==> config.mk <==
export PLATFORM = sky130hd
export DESIGN_NAME = eirf_top
export DESIGN_NICKNAME = d
export VERILOG_FILES = /design/src/common/eirf_pkg.sv /design/src/logic/eirf_route.sv /design/src/logic/eirf_filter.sv /design/src/logic/eirf_top.sv
export SDC_FILE = /design/constraint.sdc
export NUM_CORES = 1
export LEC_CHECK = 0
export BUFFER_PORTS_ARGS = -buffer_cell sky130_fd_sc_hd__clkbuf_2
export CORE_ASPECT_RATIO = 1.2
export CORE_MARGIN = 5
export CORE_UTILIZATION = 54
export CTS_BUF_LIST = sky130_fd_sc_hd__clkbuf_4 sky130_fd_sc_hd__clkbuf_8 sky130_fd_sc_hd__clkbuf_16
export CTS_CLUSTER_SIZE = 12
export DETAILED_ROUTE_END_ITERATION = 12
export PLACE_DENSITY = 0.76
export SYNTH_ARGS = -nofsm -noshare
export SYNTH_HDL_FRONTEND = slang
export SYNTH_SLANG_ARGS = --single-unit
==> constraint.sdc <==
create_clock -name mclk -period 2.67 [get_ports mclk]
set_input_delay 0.534 -clock mclk [delete_from_list [all_inputs] [get_ports mclk]]
set_output_delay 0.534 -clock mclk [all_outputs]
set_load 0.01 [all_outputs]
==> src/common/eirf_pkg.sv <==
// Constants for the external interrupt routing and system flag block
package eirf_pkg;

  // Register addresses and pages
  localparam logic [7:0] ADDR_SFLAG_EN   = 8'h8e;
  localparam logic [7:0] ADDR_PWR_FLAGS  = 8'h97;
  localparam logic [7:0] ADDR_AUX_FLAGS  = 8'ha3;
  localparam logic [7:0] ADDR_XCFG       = 8'hc1;
  localparam logic [3:0] PAGE_XCFG_LO    = 4'h0;
  localparam logic [3:0] PAGE_XCFG_HI    = 4'h1;
  localparam logic [3:0] PAGE_AUX        = 4'h0;

  // Reset values
  localparam logic [7:0] RST_SFLAG_EN    = 8'h00;
  localparam logic [7:0] RST_PWR_FLAGS   = 8'h00;
  localparam logic [7:0] RST_AUX_FLAGS   = 8'h00;
  localparam logic [7:0] RST_XCFG        = 8'h00;
  localparam logic [7:0] RST_RDATA       = 8'h00;

  // Implemented bits; reserved bits read as zero
  localparam logic [7:0] MASK_SFLAG_EN   = 8'h97;
  localparam logic [7:0] MASK_PWR_FLAGS  = 8'hd7;
  localparam logic [7:0] MASK_AUX_FLAGS  = 8'hcf;
  localparam logic [7:0] MASK_AUX_OPTS   = 8'h0f;
  localparam logic [7:0] MASK_XCFG       = 8'hf7;
  // Reset indicators keep an event that arrives during reset
  localparam logic [7:0] MASK_RST_KEEP   = 8'hc0;

  // Enable register fields
  localparam int BIT_BUS_DET_IE   = 7;
  localparam int BIT_RTC_IE       = 4;
  localparam int BIT_BO1_IE       = 2;
  localparam int BIT_BO0_IE       = 1;
  localparam int BIT_WDOG_IE      = 0;

  // Power event flag fields
  localparam int BIT_SOFT_RST     = 7;
  localparam int BIT_PIN_RST      = 6;
  localparam int BIT_RTC_OVF      = 4;
  localparam int BIT_BO1          = 2;
  localparam int BIT_BO0          = 1;
  localparam int BIT_WDOG_OVF     = 0;

  // Auxiliary register fields
  localparam int BIT_BUS_START    = 7;
  localparam int BIT_BUS_STOP     = 6;
  localparam int BIT_T1_FULL      = 3;
  localparam int BIT_T0_FULL      = 2;
  localparam int BIT_T1_CLKOUT    = 1;
  localparam int BIT_T0_CLKOUT    = 0;

  // Config fields: low register holds filter low bits at bit n for irq n
  localparam int BIT_IRQ1_SEL_LO  = 6;
  localparam int BIT_IRQ0_SEL_LO  = 4;
  localparam int BIT_IRQ1_SEL_HI  = 7;
  localparam int BIT_IRQ0_SEL_HI  = 6;
  localparam int BIT_IRQ2_SEL     = 4;

  // Filter modes
  localparam logic [1:0] FLT_OFF     = 2'h0;
  localparam logic [1:0] FLT_SYSTEM_CLOCK  = 2'h1;
  localparam logic [1:0] FLT_DIV6    = 2'h2;
  localparam logic [1:0] FLT_SERIAL0 = 2'h3;

  // Timing counts
  localparam int         SAMPLE_DIV   = 6;
  localparam logic [2:0] DIV6_MAX     = 3'(SAMPLE_DIV - 1);
  localparam int         TIMER_PRESC  = 12;
  localparam logic [3:0] PRESC_MAX    = 4'(TIMER_PRESC - 1);

  // Pin vector: port1 at 0, port2 at 8, port3 at 16, port4 at 24, port6 at 32
  localparam int         PIN_W = 40;
  localparam logic [5:0] P1_0 = 6'h00;
  localparam logic [5:0] P1_1 = 6'h01;
  localparam logic [5:0] P1_5 = 6'h05;
  localparam logic [5:0] P1_6 = 6'h06;
  localparam logic [5:0] P1_7 = 6'h07;
  localparam logic [5:0] P2_2 = 6'h0a;
  localparam logic [5:0] P2_4 = 6'h0c;
  localparam logic [5:0] P3_0 = 6'h10;
  localparam logic [5:0] P3_1 = 6'h11;
  localparam logic [5:0] P3_3 = 6'h13;
  localparam logic [5:0] P3_4 = 6'h14;
  localparam logic [5:0] P3_5 = 6'h15;
  localparam logic [5:0] P4_4 = 6'h1c;
  localparam logic [5:0] P4_5 = 6'h1d;
  localparam logic [5:0] P4_7 = 6'h1f;
  localparam logic [5:0] P6_0 = 6'h20;
  localparam logic [5:0] P6_1 = 6'h21;

  localparam logic [5:0] IRQ1_MAP [0:7] = '{P3_3, P3_1, P3_5, P1_0, P6_1, P3_4, P1_5, P2_4};
  localparam logic [5:0] IRQ0_MAP [0:7] = '{P4_5, P3_0, P3_4, P4_7, P6_0, P1_1, P1_7, P2_2};
  localparam logic [5:0] IRQ2_MAP [0:3] = '{P4_4, P3_0, P1_1, P1_6};

endpackage : eirf_pkg

==> src/logic/eirf_route.sv <==
// Pin selection for the three external interrupt inputs
`timescale 1ns/1ps
`default_nettype none
module eirf_route (
  // Synchronised pins
  input  wire logic [39:0] pins,
  // Selectors
  input  wire logic [2:0]  irq0_pin_select,
  input  wire logic [2:0]  irq1_pin_select,
  input  wire logic [1:0]  irq2_pin_select,
  // Routed active-low requests
  output logic      [2:0]  routed_n
);
  assign routed_n[0] = pins[eirf_pkg::IRQ0_MAP[irq0_pin_select]];
  assign routed_n[1] = pins[eirf_pkg::IRQ1_MAP[irq1_pin_select]];
  assign routed_n[2] = pins[eirf_pkg::IRQ2_MAP[irq2_pin_select]];
endmodule : eirf_route
`default_nettype wire

==> src/logic/eirf_filter.sv <==
// Three-sample glitch filter for one external interrupt input
`timescale 1ns/1ps
`default_nettype none
module eirf_filter (
  // Clock and reset
  input  wire logic       mclk,
  input  wire logic       sys_rst,
  input  wire logic       ce,
  // Mode and sample ticks
  input  wire logic [1:0] mode,
  input  wire logic       tick_div6,
  input  wire logic       tick_serial0,
  // Request in and out, active low
  input  wire logic       pin_n,
  output logic            filt_n
);
  logic [1:0] hist_ff;
  logic       filt_ff;

  wire sample_w = (mode == eirf_pkg::FLT_SYSTEM_CLOCK) ? 1'b1 :
                  (mode == eirf_pkg::FLT_DIV6)   ? tick_div6 : tick_serial0;
  wire agree_w  = (hist_ff[0] == pin_n) && (hist_ff[1] == pin_n);
  wire off_w    = (mode == eirf_pkg::FLT_OFF);
  wire [1:0] nxt_hist = {hist_ff[0], pin_n};

  // History runs every cycle while off so a mode switch starts clean
  always_ff @(posedge mclk) begin
    if (sys_rst) begin
      hist_ff <= 2'h3;
      filt_ff <= 1'b1;
    end else if (ce && (off_w || sample_w)) begin
      hist_ff <= nxt_hist;
      filt_ff <= (off_w || agree_w) ? pin_n : filt_ff;
    end
  end

  assign filt_n = filt_ff;
endmodule : eirf_filter
`default_nettype wire

==> src/logic/eirf_top.sv <==
// External interrupt routing, input filters and system event flags
`timescale 1ns/1ps
`default_nettype none
module eirf_top (
  // Clock and reset
  input  wire logic       mclk,
  input  wire logic       sys_rst,
  input  wire logic       ce,
  // Register access
  input  wire logic [7:0] sfr_addr,
  input  wire logic [3:0] sfr_page,
  input  wire logic       sfr_wr,
  input  wire logic [7:0] sfr_wdata,
  output logic      [7:0] sfr_rdata,
  // Port pins, asynchronous
  input  wire logic [7:0] port1_pins,
  input  wire logic [7:0] port2_pins,
  input  wire logic [7:0] port3_pins,
  input  wire logic [7:0] port4_pins,
  input  wire logic [7:0] port6_pins,
  // Hardware events, one-cycle pulses on mclk; the group interrupt enable is a level
  input  wire logic       soft_reset_evt,
  input  wire logic       pin_reset_evt,
  input  wire logic       rtc_ovf_evt,
  input  wire logic       brownout1_evt,
  input  wire logic       brownout0_evt,
  input  wire logic       wdog_ovf_evt,
  input  wire logic       bus_start_evt,
  input  wire logic       bus_stop_evt,
  input  wire logic       serial0_timer_tick,
  input  wire logic       sysflag_group_irq_en,
  // Interrupt outputs
  output logic      [2:0] ext_irq_filt_n,
  output logic            sysflag_req,
  output logic            sysflag_irq,
  // Timer options
  output logic            timer0_tick,
  output logic            timer1_tick,
  output logic            timer0_clkout_en,
  output logic            timer1_clkout_en
);

  // Registers
  logic [7:0] sflag_en_ff;
  logic [7:0] pwr_flags_ff;
  logic [7:0] aux_ff;
  logic [7:0] xcfg_lo_ff;
  logic [7:0] xcfg_hi_ff;
  logic [7:0] rdata_ff;
  logic [39:0] pins_s1_ff;
  logic [39:0] pins_s2_ff;
  logic [2:0] div6_ff;
  logic [3:0] presc_ff;
  logic [1:0] tick_ff;
  logic       req_ff;
  logic       irq_ff;

  // Address decode
  wire hit_en   = (sfr_addr == eirf_pkg::ADDR_SFLAG_EN);
  wire hit_pwr  = (sfr_addr == eirf_pkg::ADDR_PWR_FLAGS);
  wire hit_aux  = (sfr_addr == eirf_pkg::ADDR_AUX_FLAGS) && (sfr_page == eirf_pkg::PAGE_AUX);
  wire hit_xlo  = (sfr_addr == eirf_pkg::ADDR_XCFG) && (sfr_page == eirf_pkg::PAGE_XCFG_LO);
  wire hit_xhi  = (sfr_addr == eirf_pkg::ADDR_XCFG) && (sfr_page == eirf_pkg::PAGE_XCFG_HI);
  wire wr_en    = sfr_wr && hit_en;
  wire wr_pwr   = sfr_wr && hit_pwr;
  wire wr_aux   = sfr_wr && hit_aux;
  wire wr_xlo   = sfr_wr && hit_xlo;
  wire wr_xhi   = sfr_wr && hit_xhi;

  // Reserved bits are dropped, so a careless write cannot land there
  wire [7:0] wdata_en  = sfr_wdata & eirf_pkg::MASK_SFLAG_EN;
  wire [7:0] wdata_x   = sfr_wdata & eirf_pkg::MASK_XCFG;

  // Power event flags: set wins over write-one clear
  wire [7:0] pwr_set = {soft_reset_evt, pin_reset_evt, 1'b0, rtc_ovf_evt, 1'b0,
                        brownout1_evt, brownout0_evt, wdog_ovf_evt};
  wire [7:0] pwr_clr = wr_pwr ? (sfr_wdata & eirf_pkg::MASK_PWR_FLAGS) : 8'h00;
  wire [7:0] nxt_pwr_flags = (pwr_flags_ff & ~pwr_clr) | pwr_set;

  // Bus detect flags clear on written zero, timer options are plain
  wire [1:0] aux_set = {bus_start_evt, bus_stop_evt};
  wire [1:0] aux_clr = wr_aux ? ~sfr_wdata[7:6] : 2'h0;
  wire [1:0] nxt_aux_flags = (aux_ff[7:6] & ~aux_clr) | aux_set;
  wire [3:0] nxt_aux_opts  = wr_aux ? sfr_wdata[3:0] : aux_ff[3:0];
  wire [7:0] nxt_aux = {nxt_aux_flags, 2'h0, nxt_aux_opts};

  // Shared system flag request
  wire bus_detect_flag = aux_ff[eirf_pkg::BIT_BUS_START] | aux_ff[eirf_pkg::BIT_BUS_STOP];
  wire src_bus  = bus_detect_flag & sflag_en_ff[eirf_pkg::BIT_BUS_DET_IE];
  wire src_rtc  = pwr_flags_ff[eirf_pkg::BIT_RTC_OVF] & sflag_en_ff[eirf_pkg::BIT_RTC_IE];
  wire src_bo1  = pwr_flags_ff[eirf_pkg::BIT_BO1] & sflag_en_ff[eirf_pkg::BIT_BO1_IE];
  wire src_bo0  = pwr_flags_ff[eirf_pkg::BIT_BO0] & sflag_en_ff[eirf_pkg::BIT_BO0_IE];
  wire src_wd   = pwr_flags_ff[eirf_pkg::BIT_WDOG_OVF] & sflag_en_ff[eirf_pkg::BIT_WDOG_IE];
  wire nxt_req  = src_bus | src_rtc | src_bo1 | src_bo0 | src_wd;
  wire nxt_irq  = nxt_req & sysflag_group_irq_en;

  // Read mux; unmapped addresses read zero
  wire [7:0] nxt_rdata = hit_en  ? sflag_en_ff :
                         hit_pwr ? pwr_flags_ff :
                         hit_aux ? aux_ff :
                         hit_xlo ? xcfg_lo_ff :
                         hit_xhi ? xcfg_hi_ff : 8'h00;

  // Pin selection and filter modes
  wire [2:0] irq1_pin_select = {xcfg_hi_ff[eirf_pkg::BIT_IRQ1_SEL_HI],
                                xcfg_lo_ff[eirf_pkg::BIT_IRQ1_SEL_LO +: 2]};
  wire [2:0] irq0_pin_select = {xcfg_hi_ff[eirf_pkg::BIT_IRQ0_SEL_HI],
                                xcfg_lo_ff[eirf_pkg::BIT_IRQ0_SEL_LO +: 2]};
  wire [1:0] irq2_pin_select = xcfg_hi_ff[eirf_pkg::BIT_IRQ2_SEL +: 2];
  wire [2:0] routed_n;
  wire       tick_div6 = (div6_ff == eirf_pkg::DIV6_MAX);
  wire       presc_end = (presc_ff == eirf_pkg::PRESC_MAX);
  wire [2:0] nxt_div6  = tick_div6 ? 3'h0 : div6_ff + 3'h1;
  wire [3:0] nxt_presc = presc_end ? 4'h0 : presc_ff + 4'h1;
  wire [39:0] pins_raw = {port6_pins, port4_pins, port3_pins, port2_pins, port1_pins};

  always_ff @(posedge mclk) begin
    if (sys_rst) begin
      sflag_en_ff <= eirf_pkg::RST_SFLAG_EN;
      xcfg_lo_ff  <= eirf_pkg::RST_XCFG;
      xcfg_hi_ff  <= eirf_pkg::RST_XCFG;
      rdata_ff    <= eirf_pkg::RST_RDATA;
    end else if (ce) begin
      sflag_en_ff <= wr_en ? wdata_en : sflag_en_ff;
      xcfg_lo_ff  <= wr_xlo ? wdata_x : xcfg_lo_ff;
      xcfg_hi_ff  <= wr_xhi ? wdata_x : xcfg_hi_ff;
      rdata_ff    <= nxt_rdata;
    end
  end

  // Reset indicators must record the reset that is under way
  always_ff @(posedge mclk) begin
    if (sys_rst) begin
      pwr_flags_ff <= eirf_pkg::RST_PWR_FLAGS | (pwr_set & eirf_pkg::MASK_RST_KEEP);
      aux_ff       <= eirf_pkg::RST_AUX_FLAGS;
    end else if (ce) begin
      pwr_flags_ff <= nxt_pwr_flags;
      aux_ff       <= nxt_aux;
    end
  end

  always_ff @(posedge mclk) begin
    if (sys_rst) begin
      req_ff   <= 1'b0;
      irq_ff   <= 1'b0;
      div6_ff  <= 3'h0;
      presc_ff <= 4'h0;
    end else if (ce) begin
      req_ff   <= nxt_req;
      irq_ff   <= nxt_irq;
      div6_ff  <= nxt_div6;
      presc_ff <= nxt_presc;
    end
  end

  // Two-stage pin synchroniser; only the second stage feeds logic
  always_ff @(posedge mclk) begin
    if (sys_rst) begin
      pins_s1_ff <= {eirf_pkg::PIN_W{1'b1}};
      pins_s2_ff <= {eirf_pkg::PIN_W{1'b1}};
    end else if (ce) begin
      pins_s1_ff <= pins_raw;
      pins_s2_ff <= pins_s1_ff;
    end
  end

  eirf_route u_route (
    .pins            (pins_s2_ff),
    .irq0_pin_select (irq0_pin_select),
    .irq1_pin_select (irq1_pin_select),
    .irq2_pin_select (irq2_pin_select),
    .routed_n        (routed_n)
  );

  genvar gi;
  generate
    for (gi = 0; gi < 3; gi++) begin : g_filt
      eirf_filter u_filt (
        .mclk         (mclk),
        .sys_rst      (sys_rst),
        .ce           (ce),
        .mode         ({xcfg_hi_ff[gi], xcfg_lo_ff[gi]}),
        .tick_div6    (tick_div6),
        .tick_serial0 (serial0_timer_tick),
        .pin_n        (routed_n[gi]),
        .filt_n       (ext_irq_filt_n[gi])
      );
    end
    // Timer ticks: every clock at full rate, else once per twelve
    for (gi = 0; gi < 2; gi++) begin : g_tick
      always_ff @(posedge mclk) begin
        if (sys_rst) begin
          tick_ff[gi] <= 1'b0;
        end else if (ce) begin
          tick_ff[gi] <= aux_ff[eirf_pkg::BIT_T0_FULL + gi] | presc_end;
        end
      end
    end
  endgenerate

  assign sfr_rdata        = rdata_ff;
  assign sysflag_req      = req_ff;
  assign sysflag_irq      = irq_ff;
  assign timer0_tick      = tick_ff[0];
  assign timer1_tick      = tick_ff[1];
  assign timer0_clkout_en = aux_ff[eirf_pkg::BIT_T0_CLKOUT];
  assign timer1_clkout_en = aux_ff[eirf_pkg::BIT_T1_CLKOUT];

  function automatic logic sfr_rdata_soft_dummy();
    return pwr_flags_ff[eirf_pkg::BIT_SOFT_RST];
  endfunction : sfr_rdata_soft_dummy
endmodule : eirf_top
`default_nettype wire

Yosys cells after proc, flatten, opt, wreduce, memory -nomap -nowiden
Memory sizes are Yosys's and may differ from the RTL's.
Cells that the tools add are included.
{ "totals": {"reg_bits": 141, "rom_bits": 96, "inputBits": 74, "output_inout_bits": 17, "word_cells": 136, "memories": 2} }
{ "mem_list": {"columns": ["memory", "depth", "word_bits", "rd", "rd_ports_with_merged_regs", "write_ports", "line_no", "source"], "rows": [
  ["(name not given)", 8, 6, 1, 0, 0, "eirf_route.sv:14", "assign routed_n[0] = pins[eirf_pkg::IRQ0_MAP[irq0_pin_select]];"],
  ["(name not given)", 8, 6, 1, 0, 0, "eirf_route.sv:15", "assign routed_n[1] = pins[eirf_pkg::IRQ1_MAP[irq1_pin_select]];"]
]} }
{ "op_classes": {"addsub": 2, "n_lt_le_gt_ge": 6, "eq_ne": 19, "mux": 30, "n_bitwise": 23, "reduce_logical": 32} }
{ "ops": {"columns": ["operator", "count"], "rows": [
  ["$mux 8", 8],
  ["$mux 6", 6],
  ["$eq 8x8->1 const B", 4],
  ["$lt 6x7->1 const B", 3],
  ["$bmux 1 s6", 3],
  ["$logic_and 1x1->1", 14],
  ["$reduce_and 2->1", 7],
  ["$bmux 6 s2", 1],
  ["$mux 1", 9],
  ["$and 8x8->8", 1],
  ["$ge 4x4->1 const B", 2],
  ["$not 3->4", 2],
  ["$not 8->8", 1],
  ["$or 8x8->8", 1],
  ["$or 1x1->1", 7],
  ["$and 1x1->1", 6],
  ["$eq 1x1->1", 6],
  ["$eq 2x1->1 const B", 3],
  ["$eq 2x2->1 const B", 3],
  ["$logic_not 2->1", 3],
  ["$logic_or 1x1->1", 6],
  ["$add 4x1->4 const B", 1],
  ["$eq 4x1->1 const B", 1],
  ["$eq 4x4->1 const B", 1],
  ["other kinds (12)", 13]
]} }

Longest topological paths before layout
Gate-level depths: netlist (run 1).
{ "depth": {"depth_word": 10, "ltp_mapped": 11} }

By module
From an unflattened synthesis (run 1), not the netlist that was laid out.
{ "unflattened": {"hier_cells": 678, "hier_area_um2": 6746.5} }
{ "by_module_without_submodules": {"columns": ["mod", "instances", "cells_each", "area_per_inst_um2", "seq_area_each_um2"], "rows": [
  ["eirf_top", 1, 534, 5311.3, 2622.5],
  ["eirf_route", 1, 87, 924.6, 0.0],
  ["eirf_filter", 3, 19, 170.2, 60.1]
]} }

Worst setup path before layout (run 1)
Ideal clock, no wire load.
{ "synth_path": {"path_kind": "reg2reg", "from": "reg xcfg_lo_ff[5]", "to": "reg g_filt[0].u_filt.filt_ff", "arrival_ns": 2.215, "required_time_ns": 2.596, "slack_ns": 0.380, "stages_incl_launch_ff": 12, "path_buffers": 3, "period_less_slack_ns": 2.290, "path_cell_list": "dfxtp_1 buf_2 inv_1 ha_1 buf_4 buf_4 nor3b_1 o21ai_0 and4_1 nor4_1 a222oi_1 o21ai_0"} }
{ "synth_between": {"elab_chain_cells": 10, "word_cells_on_any_way": 11, "cone_classes": "2 x eq/ne; 4 x mux; 1 x bitwise; 3 x reduce/logical; 1 x memory"} }
{ "synth_lines": {"columns": ["item", "line_no", "source"], "rows": [
  ["start: declaration", "eirf_top.sv:47", "logic [7:0] xcfg_lo_ff;"],
  ["start signal: assignment", "eirf_top.sv:120", "xcfg_lo_ff <= eirf_pkg::RST_XCFG;"],
  ["start signal: assignment", "eirf_top.sv:125", "xcfg_lo_ff <= wr_xlo ? wdata_x : xcfg_lo_ff;"],
  ["$not 3->4 (not written as such) *", "eirf_route.sv:14", null],
  ["$mem_v2 8x6 *", null, null],
  ["$mux 6 (not written as such) * (2 in a row)", "eirf_route.sv:14", null],
  ["$bmux 1 s6 *", "eirf_route.sv:14", null],
  ["$mux 1 (not written as such) *", "eirf_route.sv:14", null],
  ["$eq 1x1->1", "eirf_filter.sv:22", "wire agree_w = (hist_ff[0] == pin_n) && (hist_ff[1] == pin_n);"],
  ["$logic_and 1x1->1", "eirf_filter.sv:22", null],
  ["$logic_or 1x1->1", "eirf_filter.sv:33", "filt_ff <= (off_w || agree_w) ? pin_n : filt_ff;"],
  ["$reduce_and 2->1 (no line)", null, null],
  ["end signal: assignment", "eirf_filter.sv:33", null],
  ["end: declaration", "eirf_filter.sv:18", "logic filt_ff;"]
]} }
Every way passes the cells marked *; elsewhere a longest branch is shown, timed or not. The select of a mux whose other input is x is not followed.
A chain may end at the register's enable or synchronous reset.

Worst setup path after layout (run 1)
{ "layout_path": {"from": "reg xcfg_lo_ff[4]", "to": "reg g_filt[0].u_filt.filt_ff"} }
Same word-level chain as after synthesis.

==> flow_summary.yaml, run 1 <==
power:
  power.density_mw_per_mm2: 658
  static-leakage-power_nw: 3.18
  vdd_ir_drop_max_v: 0.000498
  p_switching_mw: 1.11
  clockPowerShare: 0.480
  power_report.internal_total_mw: 3.83
  p_total_mw: 4.93
  gate_power_share: 0.068
  power.sequential.fraction: 0.451
  power.share.switching: 0.224
synthesis:
  postSynth.topFlopCell: "dfxtp_1"
  yosys_warnings: 0
  number_of_cells_produced_by_synthesis: 654
  edff_count_synth: 2
  synth_area_mm2: 0.00628
  syn_nets: 736
  synth_async_sr_flop_share: 0
  avgSynthCellArea_um2: 9.61
  seq_area_frac_synth: 0.446
  number_of_register_bits_inferred_by_synthesis: 139
  ys_types: 56
placement:
  detailedPlace.worstSlack_ns: 0.245
  gp_congestion: 0.960
  placed_cell_area_mm2: 0.00689
  dp_hpwl_um: 11000
  port-buffer-count: 90
global_route:
  grt_pass1_wl_um: 25300
  first_global_vias: 5348
  number_of_antenna_violations_at_the_first_check_in_global_routing: 0
  groute.usage.overall: 0.228
  grt_start_max_net_pins: 63
  gr-total-overflow: 0
setup_path:
  cp_data_required_time_ns: 2.93
  startpoint: "xcfg_lo_ff[4]$_SDFFE_PP0P_"
  critical-path-top-delay-family: "compound AO/OA/AOI/OAI gates"
  critical-path-slowest-cell: "dfxtp_1"
  timing.critical_path.fanout_max: 21
  cpPeakStageDelay_ns: 0.42
  crit_chain: "inv_1 > ha_1 > buf_4 > mux2_2 > o22ai_1 > o311a_1 > nor4_2 > a222oi_1 > o21ai_0"
  crit_path_end_kind: "flip-flop"
  reg2reg_setup_slack_ns: 0.24
  timing.rr.start: "xcfg_lo_ff[4]$_SDFFE_PP0P_"
  critical_path_arrival_ns: 2.69
  r2r_cells: 9
  crit-reg2reg-capture: "g_filt[0].u_filt.filt_n$_SDFFE_PP1P_"
  timing.critical_path.from_type: "flip-flop"
  timing.critical_path.buf_inv: 2
  crit_type: "flip-flop to flip-flop"
status:
  outcome: "complete, no violations"
sta:
  worst-slew-pin-transition_ns: 0.565
  post-route-min-period_ns: 2.43
  slew_headroom: 0.624
  grt_setup_unrepaired: "no"
  timing.final.max_slew_violations: 0
  clock_skew_ns: 0.00704
  timing.fmax_mhz: 412
  timing.setup.tns_ns: 0
  final_hold_viol_count: 0
  post_route_fraction_of_the_period_consumed_by_the_critical_path: 0.910
  final_setup_violations: 0
  post-route-worst-setup-slack_ns: 0.241
cts:
  path_clk_slew_ns: 0.06
  h-tree-depth: 4
  cts_root_buf: "clkbuf_16"
  clock_sink_count: 139
  max-clock-path-buffers: 2
  numCtsBuffers: 17
  cts.hold.buffers_added: 0
  clk_latency_ns: 0.41
  tritoncts_clock_tree: "yes"
layout:
  area.growth.synth_to_final_pct: 19.3
  final_area_mm2: 0.00749
  nNetsFinal: 820
  layout_commonest_cell: "dfxtp_1"
  final_layout_size_suffix_gt1_frac: 0.218
  insertedDiodeCount: 0
  final_core_utilization: 0.654
  area.sequential_mm2: 0.00280
  multi_input_comb_area_mm2: 0.00326
  final.fill_count: 965
  layout_common_cells: "dfxtp_1, nand2_1, mux2i_1"
floorplan:
  initial_utilization: 0.548
  die_area_mm2: 0.0139
  die_h_um: 128
  standard_cell_row_count: 43
  pin_count: 91
  core_area_mm2: 0.0115
  fp.dieW_um: 108
worst_hold_path:
  holdPathEnd: "pins_s1_ff[30]$_SDFFE_PP1P_"
  whs_path_depth: 3
  worstHoldStart: "port4_pins[6]"
  tightest_hold_check_type: "input port to flip-flop"
routing:
  avgViaCountPerCell: 5.73
  detail_route.iter0.violations: 260
  antenna_violating_nets_post_route: 0
  dr.pass1.iters: 5
  routed-via-count: 5203
  total_drc_errors_in_the_routed_layout: 0
  postRouteWirelength_um: 15200
  routed_wire_length_per_instance_um: 16.8
flow_run:
  timing.max_cap.violations: 0
==> logic make-up (layout without fill, tap and decap cells) <==
kind of cell	after synthesis	after routing	synth area share
compound gates	91	91	0.0936
xor+xnor	3	3	0.00418
fa+ha+maj	8	8	0.0159
buf+inv	54	151	0.0366
flops	139	139	0.446
mux	133	133	0.239
simple gates	226	226	0.165
==> Yosys cell counts, drive strengths merged (6+ instances only) <==
library cell  count  area share
a21oi            28       0.022
nand2           117       0.070
nand3            17       0.014
a22oi            11       0.013
nor3b             6      0.0072
nor2             48       0.029
o21ai            16       0.013
buf              23       0.018
mux2i           116        0.18
nor3             10      0.0088
inv              11      0.0066
clkbuf           20       0.012
ha                8       0.016
dfxtp           137        0.44
mux4             13       0.047
==> what timing repair did <==
item,CTS,global route
buffers inserted,0,0
endpoints found under the setup margin,0,2
resized for setup,0,1
==> metal layers <==
layer / global-route usage / routed length [µm] / vias to the layer above / share of wire
met1: 0.270 / 6310 / 2473 / 0.41
li1: - / - / 2504 / -
met4: 0.117 / 569 / 0 / 0.037
met5: 0 / 0 / - / 0
met3: 0.0453 / 725 / 50 / 0.048
met2: 0.388 / 7620 / 176 / 0.50
==> per-stage QoR <==
stage	std cells	hold WS, ns
final	908	0.336
after global routing	908	0.337
after CTS	908	0.318
after detailed placement	876	0.448
after global placement	876	0.440
after floorplan	654	0.436
==> worst max-delay path by stage <==
stage | depth (start not counted) | endpoint
after floorplan | 11 | g_filt[0].u_filt.filt_n$_SDFFE_PP1P_
after global placement | 9 | g_filt[0].u_filt.filt_n$_SDFFE_PP1P_
after detailed placement | 9 | g_filt[0].u_filt.filt_n$_SDFFE_PP1P_
after CTS | 9 | g_filt[0].u_filt.filt_n$_SDFFE_PP1P_
after global routing | 9 | g_filt[0].u_filt.filt_n$_SDFFE_PP1P_
final | 9 | g_filt[0].u_filt.filt_n$_SDFFE_PP1P_
==> registers in the layout, summed over array words and instances, names as in the netlist, 5 cells and up <==
| name | cells |
|---|---|
| pins_s1_ff | 40 |
| pins_s2_ff | 40 |
| sfr_rdata | 8 |
| xcfg_hi_ff | 7 |
| xcfg_lo_ff | 7 |
| aux_ff | 6 |
| g_filt.u_filt.hist_ff | 6 |
| pwr_flags_ff | 6 |
| sflag_en_ff | 5 |
==> cell type report <==
class / instances / share of cell area
Multi-Input combinational cell: 461 / 0.435
Sequential cell: 139 / 0.374
Timing Repair Buffer: 108 / 0.0785
Clock buffer: 19 / 0.0604
Tap cell: 157 / 0.0262
Clock inverter: 13 / 0.0199
Inverter: 11 / 0.00551
==> power by group through the flow <==
stage	combinational, mW	sequential [mW]	clock [mW]
CTS	0.340	2.22	2.41
floorplan	0.229	2.24	0
global route	0.377	2.23	2.50
finish	0.337	2.23	2.37
global placement	0.320	2.26	0
detailed placement	0.335	2.27	0
==> worst min-delay path: cells and delay by family <==
family	cells	cell delay, ns
buffers and inverters	1	0.07
AND/OR/NAND/NOR	1	0.06
multiplexers	1	0.05
(Power assumes the default switching activity.)
==> run 2, diff against run 1 <==
Settings changed: ABC_AREA from default to 1.
==> flow_summary.yaml, run 2 <==
status:
  outcome: "complete, no violations"
cts:
  numCtsBuffers: 17
  clk_latency_ns: 0.43
  cts.hold.buffers_added: 0
  cts.repair_timing.setup_buffer_count: 0
  cts_root_buf: "clkbuf_16"
  h-tree-depth: 4
  post_cts_resized: 0
  max-clock-path-buffers: 2
  path_clk_slew_ns: 0.06
  tritoncts_clock_tree: "yes"
  clock_sink_count: 139
setup_path:
  startpoint: "xcfg_lo_ff[5]$_SDFFE_PP0P_"
  critPathMostFrequentCell: "nand2_1"
  crit_path_end_kind: "flip-flop"
  critical-path-slowest-cell: "dfxtp_1"
  crit_chain: "inv_1 > ha_1 > inv_2 > nand2_2 > nand2_4 > nand2_1 > nand3_1 > nand3_1 > nand3_1 > nand2_1 > nand2_1 > nand2_2 > nand2_1 > nand2_1 > nand3_1 > nand2_1 > nand2_1 > nand2_1"
  timing.critical_path.buf_inv: 2
  cp_data_required_time_ns: 2.99
  timing.rr.start: "xcfg_lo_ff[5]$_SDFFE_PP0P_"
  critical-path-top-delay-family: "simple AND/OR/NAND/NOR gates"
  critical_path_arrival_ns: 2.58
  cpPeakStageDelay_ns: 0.39
  crit_type: "flip-flop to flip-flop"
  timing.critical_path.from_type: "flip-flop"
  timing.critical_path.fanout_max: 24
synthesis:
  number_of_register_bits_inferred_by_synthesis: 139
  fraction_of_post_synthesis_cell_area_in_the_top_cell_type_by_area: 0.429
  synth_area_leader_cell: "dfxtp_1"
  synth_async_sr_flop_share: 0
  synth_area_mm2: 0.00639
  synth_top_cells_by_area: "dfxtp_1, inv_1, nand2_1"
  seq_area_frac_synth: 0.438
  yosys_warnings: 0
  edff_count_synth: 2
  synth_most_common_cell: "inv_1"
  postSynth.topFlopCell: "dfxtp_1"
  ys_types: 41
  synth_top_cells_by_count: "inv_1, dfxtp_1, nand2_1"
  avgSynthCellArea_um2: 7.38
  number_of_cells_produced_by_synthesis: 866
  syn_nets: 948
floorplan:
  fp.dieW_um: 109
  initial_utilization: 0.553
  standard_cell_row_count: 43
  pin_count: 91
  die_h_um: 129
  die_area_mm2: 0.0141
  core_area_mm2: 0.0116
sta:
  post-route-worst-setup-slack_ns: 0.409
  post-route-min-period_ns: 2.26
  timing.final.max_slew_violations: 0
  clock_skew_ns: 0.00714
  worst-slew-pin-transition_ns: 0.518
  final_hold_viol_count: 0
  slew_headroom: 0.654
  timing.setup.tns_ns: 0
  final_setup_violations: 0
  timing.fmax_mhz: 442
  grt_setup_unrepaired: "no"
  post_route_fraction_of_the_period_consumed_by_the_critical_path: 0.847
global_route:
  grt_pass1_wl_um: 25900
  first_global_vias: 5522
  grt_start_max_net_pins: 69
  number_of_antenna_violations_at_the_first_check_in_global_routing: 0
  gr-total-overflow: 0
  groute.usage.overall: 0.232
layout:
  final_area_mm2: 0.00750
  nNetsFinal: 1028
  layout_common_cells: "inv_1, dfxtp_1, nand2_1"
  final_core_utilization: 0.648
  area.growth.synth_to_final_pct: 17.3
  final_layout_size_suffix_gt1_frac: 0.158
  layout_commonest_cell: "inv_1"
  final.fill_count: 1063
  insertedDiodeCount: 0
power:
  vdd_ir_drop_max_v: 0.000548
  static-leakage-power_nw: 3.70
  p_total_mw: 4.66
  power.density_mw_per_mm2: 621
routing:
  antenna_violating_nets_post_route: 0
  dr.pass1.iters: 6
  avgViaCountPerCell: 5.35
  postRouteWirelength_um: 15700
  routed-via-count: 5966
  total_drc_errors_in_the_routed_layout: 0
  detail_route.iter0.violations: 374
  routed_wire_length_per_instance_um: 14.1
placement:
  port-buffer-count: 90
  detailedPlace.worstSlack_ns: 0.446
  placed_cell_area_mm2: 0.00695
  gp_congestion: 0.912
  dp_hpwl_um: 11500
worst_hold_path:
  worstHoldStart: "brownout0_evt"
  tightest_hold_check_type: "input port to flip-flop"
flow_run:
  timing.max_cap.violations: 0
run 2: final cells by class:
class,instances,area [µm²],share of cell area
Clock buffer,21,480,0.0641
Timing Repair Buffer,100,538,0.0717
Inverter,149,562,0.0749
Clock inverter,11,68.8,0.00917
Sequential cell,139,2800,0.374
Tap cell,157,196,0.0262
Multi-Input combinational cell,539,2850,0.380
run 2: worst paths after layout:
check / end / slack, ns / depth (start not counted)
setup / recovery: g_filt[0].u_filt.filt_n$_SDFFE_PP1P_ / 0.41 / 18
hold / removal: pwr_flags_ff[1]$_SDFFE_PP0P_ / 0.32 / 2
setup reg to reg: g_filt[0].u_filt.filt_n$_SDFFE_PP1P_ / 0.41 / 18
hold reg to reg: pins_s1_ff[22]$_SDFFE_PP1P_ / 0.45 / 2
run 2: layer usage:
metal | up-vias | share of wire | track usage
met4 | 0 | 0.025 | 0.0895
met3 | 40 | 0.069 | 0.0613
li1 | 3050 | - | -
met2 | 207 | 0.48 | 0.381
met1 | 2669 | 0.42 | 0.291
met5 | - | 0 | 0
run 2: cell families after synthesis:
kind of cell,Yosys count,share of synthesized area
flip-flops,139,0.438
adder cells (fa/ha/maj),8,0.0157
AND/OR/NAND/NOR,308,0.211
buffers and inverters,188,0.118
AO/OA/AOI/OAI,223,0.217
run 2: per-stage QoR:
step	hold WS, ns	std cells
floorplan	0.419	866
global placement	0.437	1084
detailed placement	0.445	1084
CTS	0.312	1116
global route	0.317	1116
finish	0.321	1116
run 2: power breakdown:
part	switching, mW	internal (mW)	leakage (nW)
clock	0.865	1.27	0.263
combinational	0.200	0.123	2.29
sequential	0.0376	2.16	1.14
total	1.10	3.56	3.70
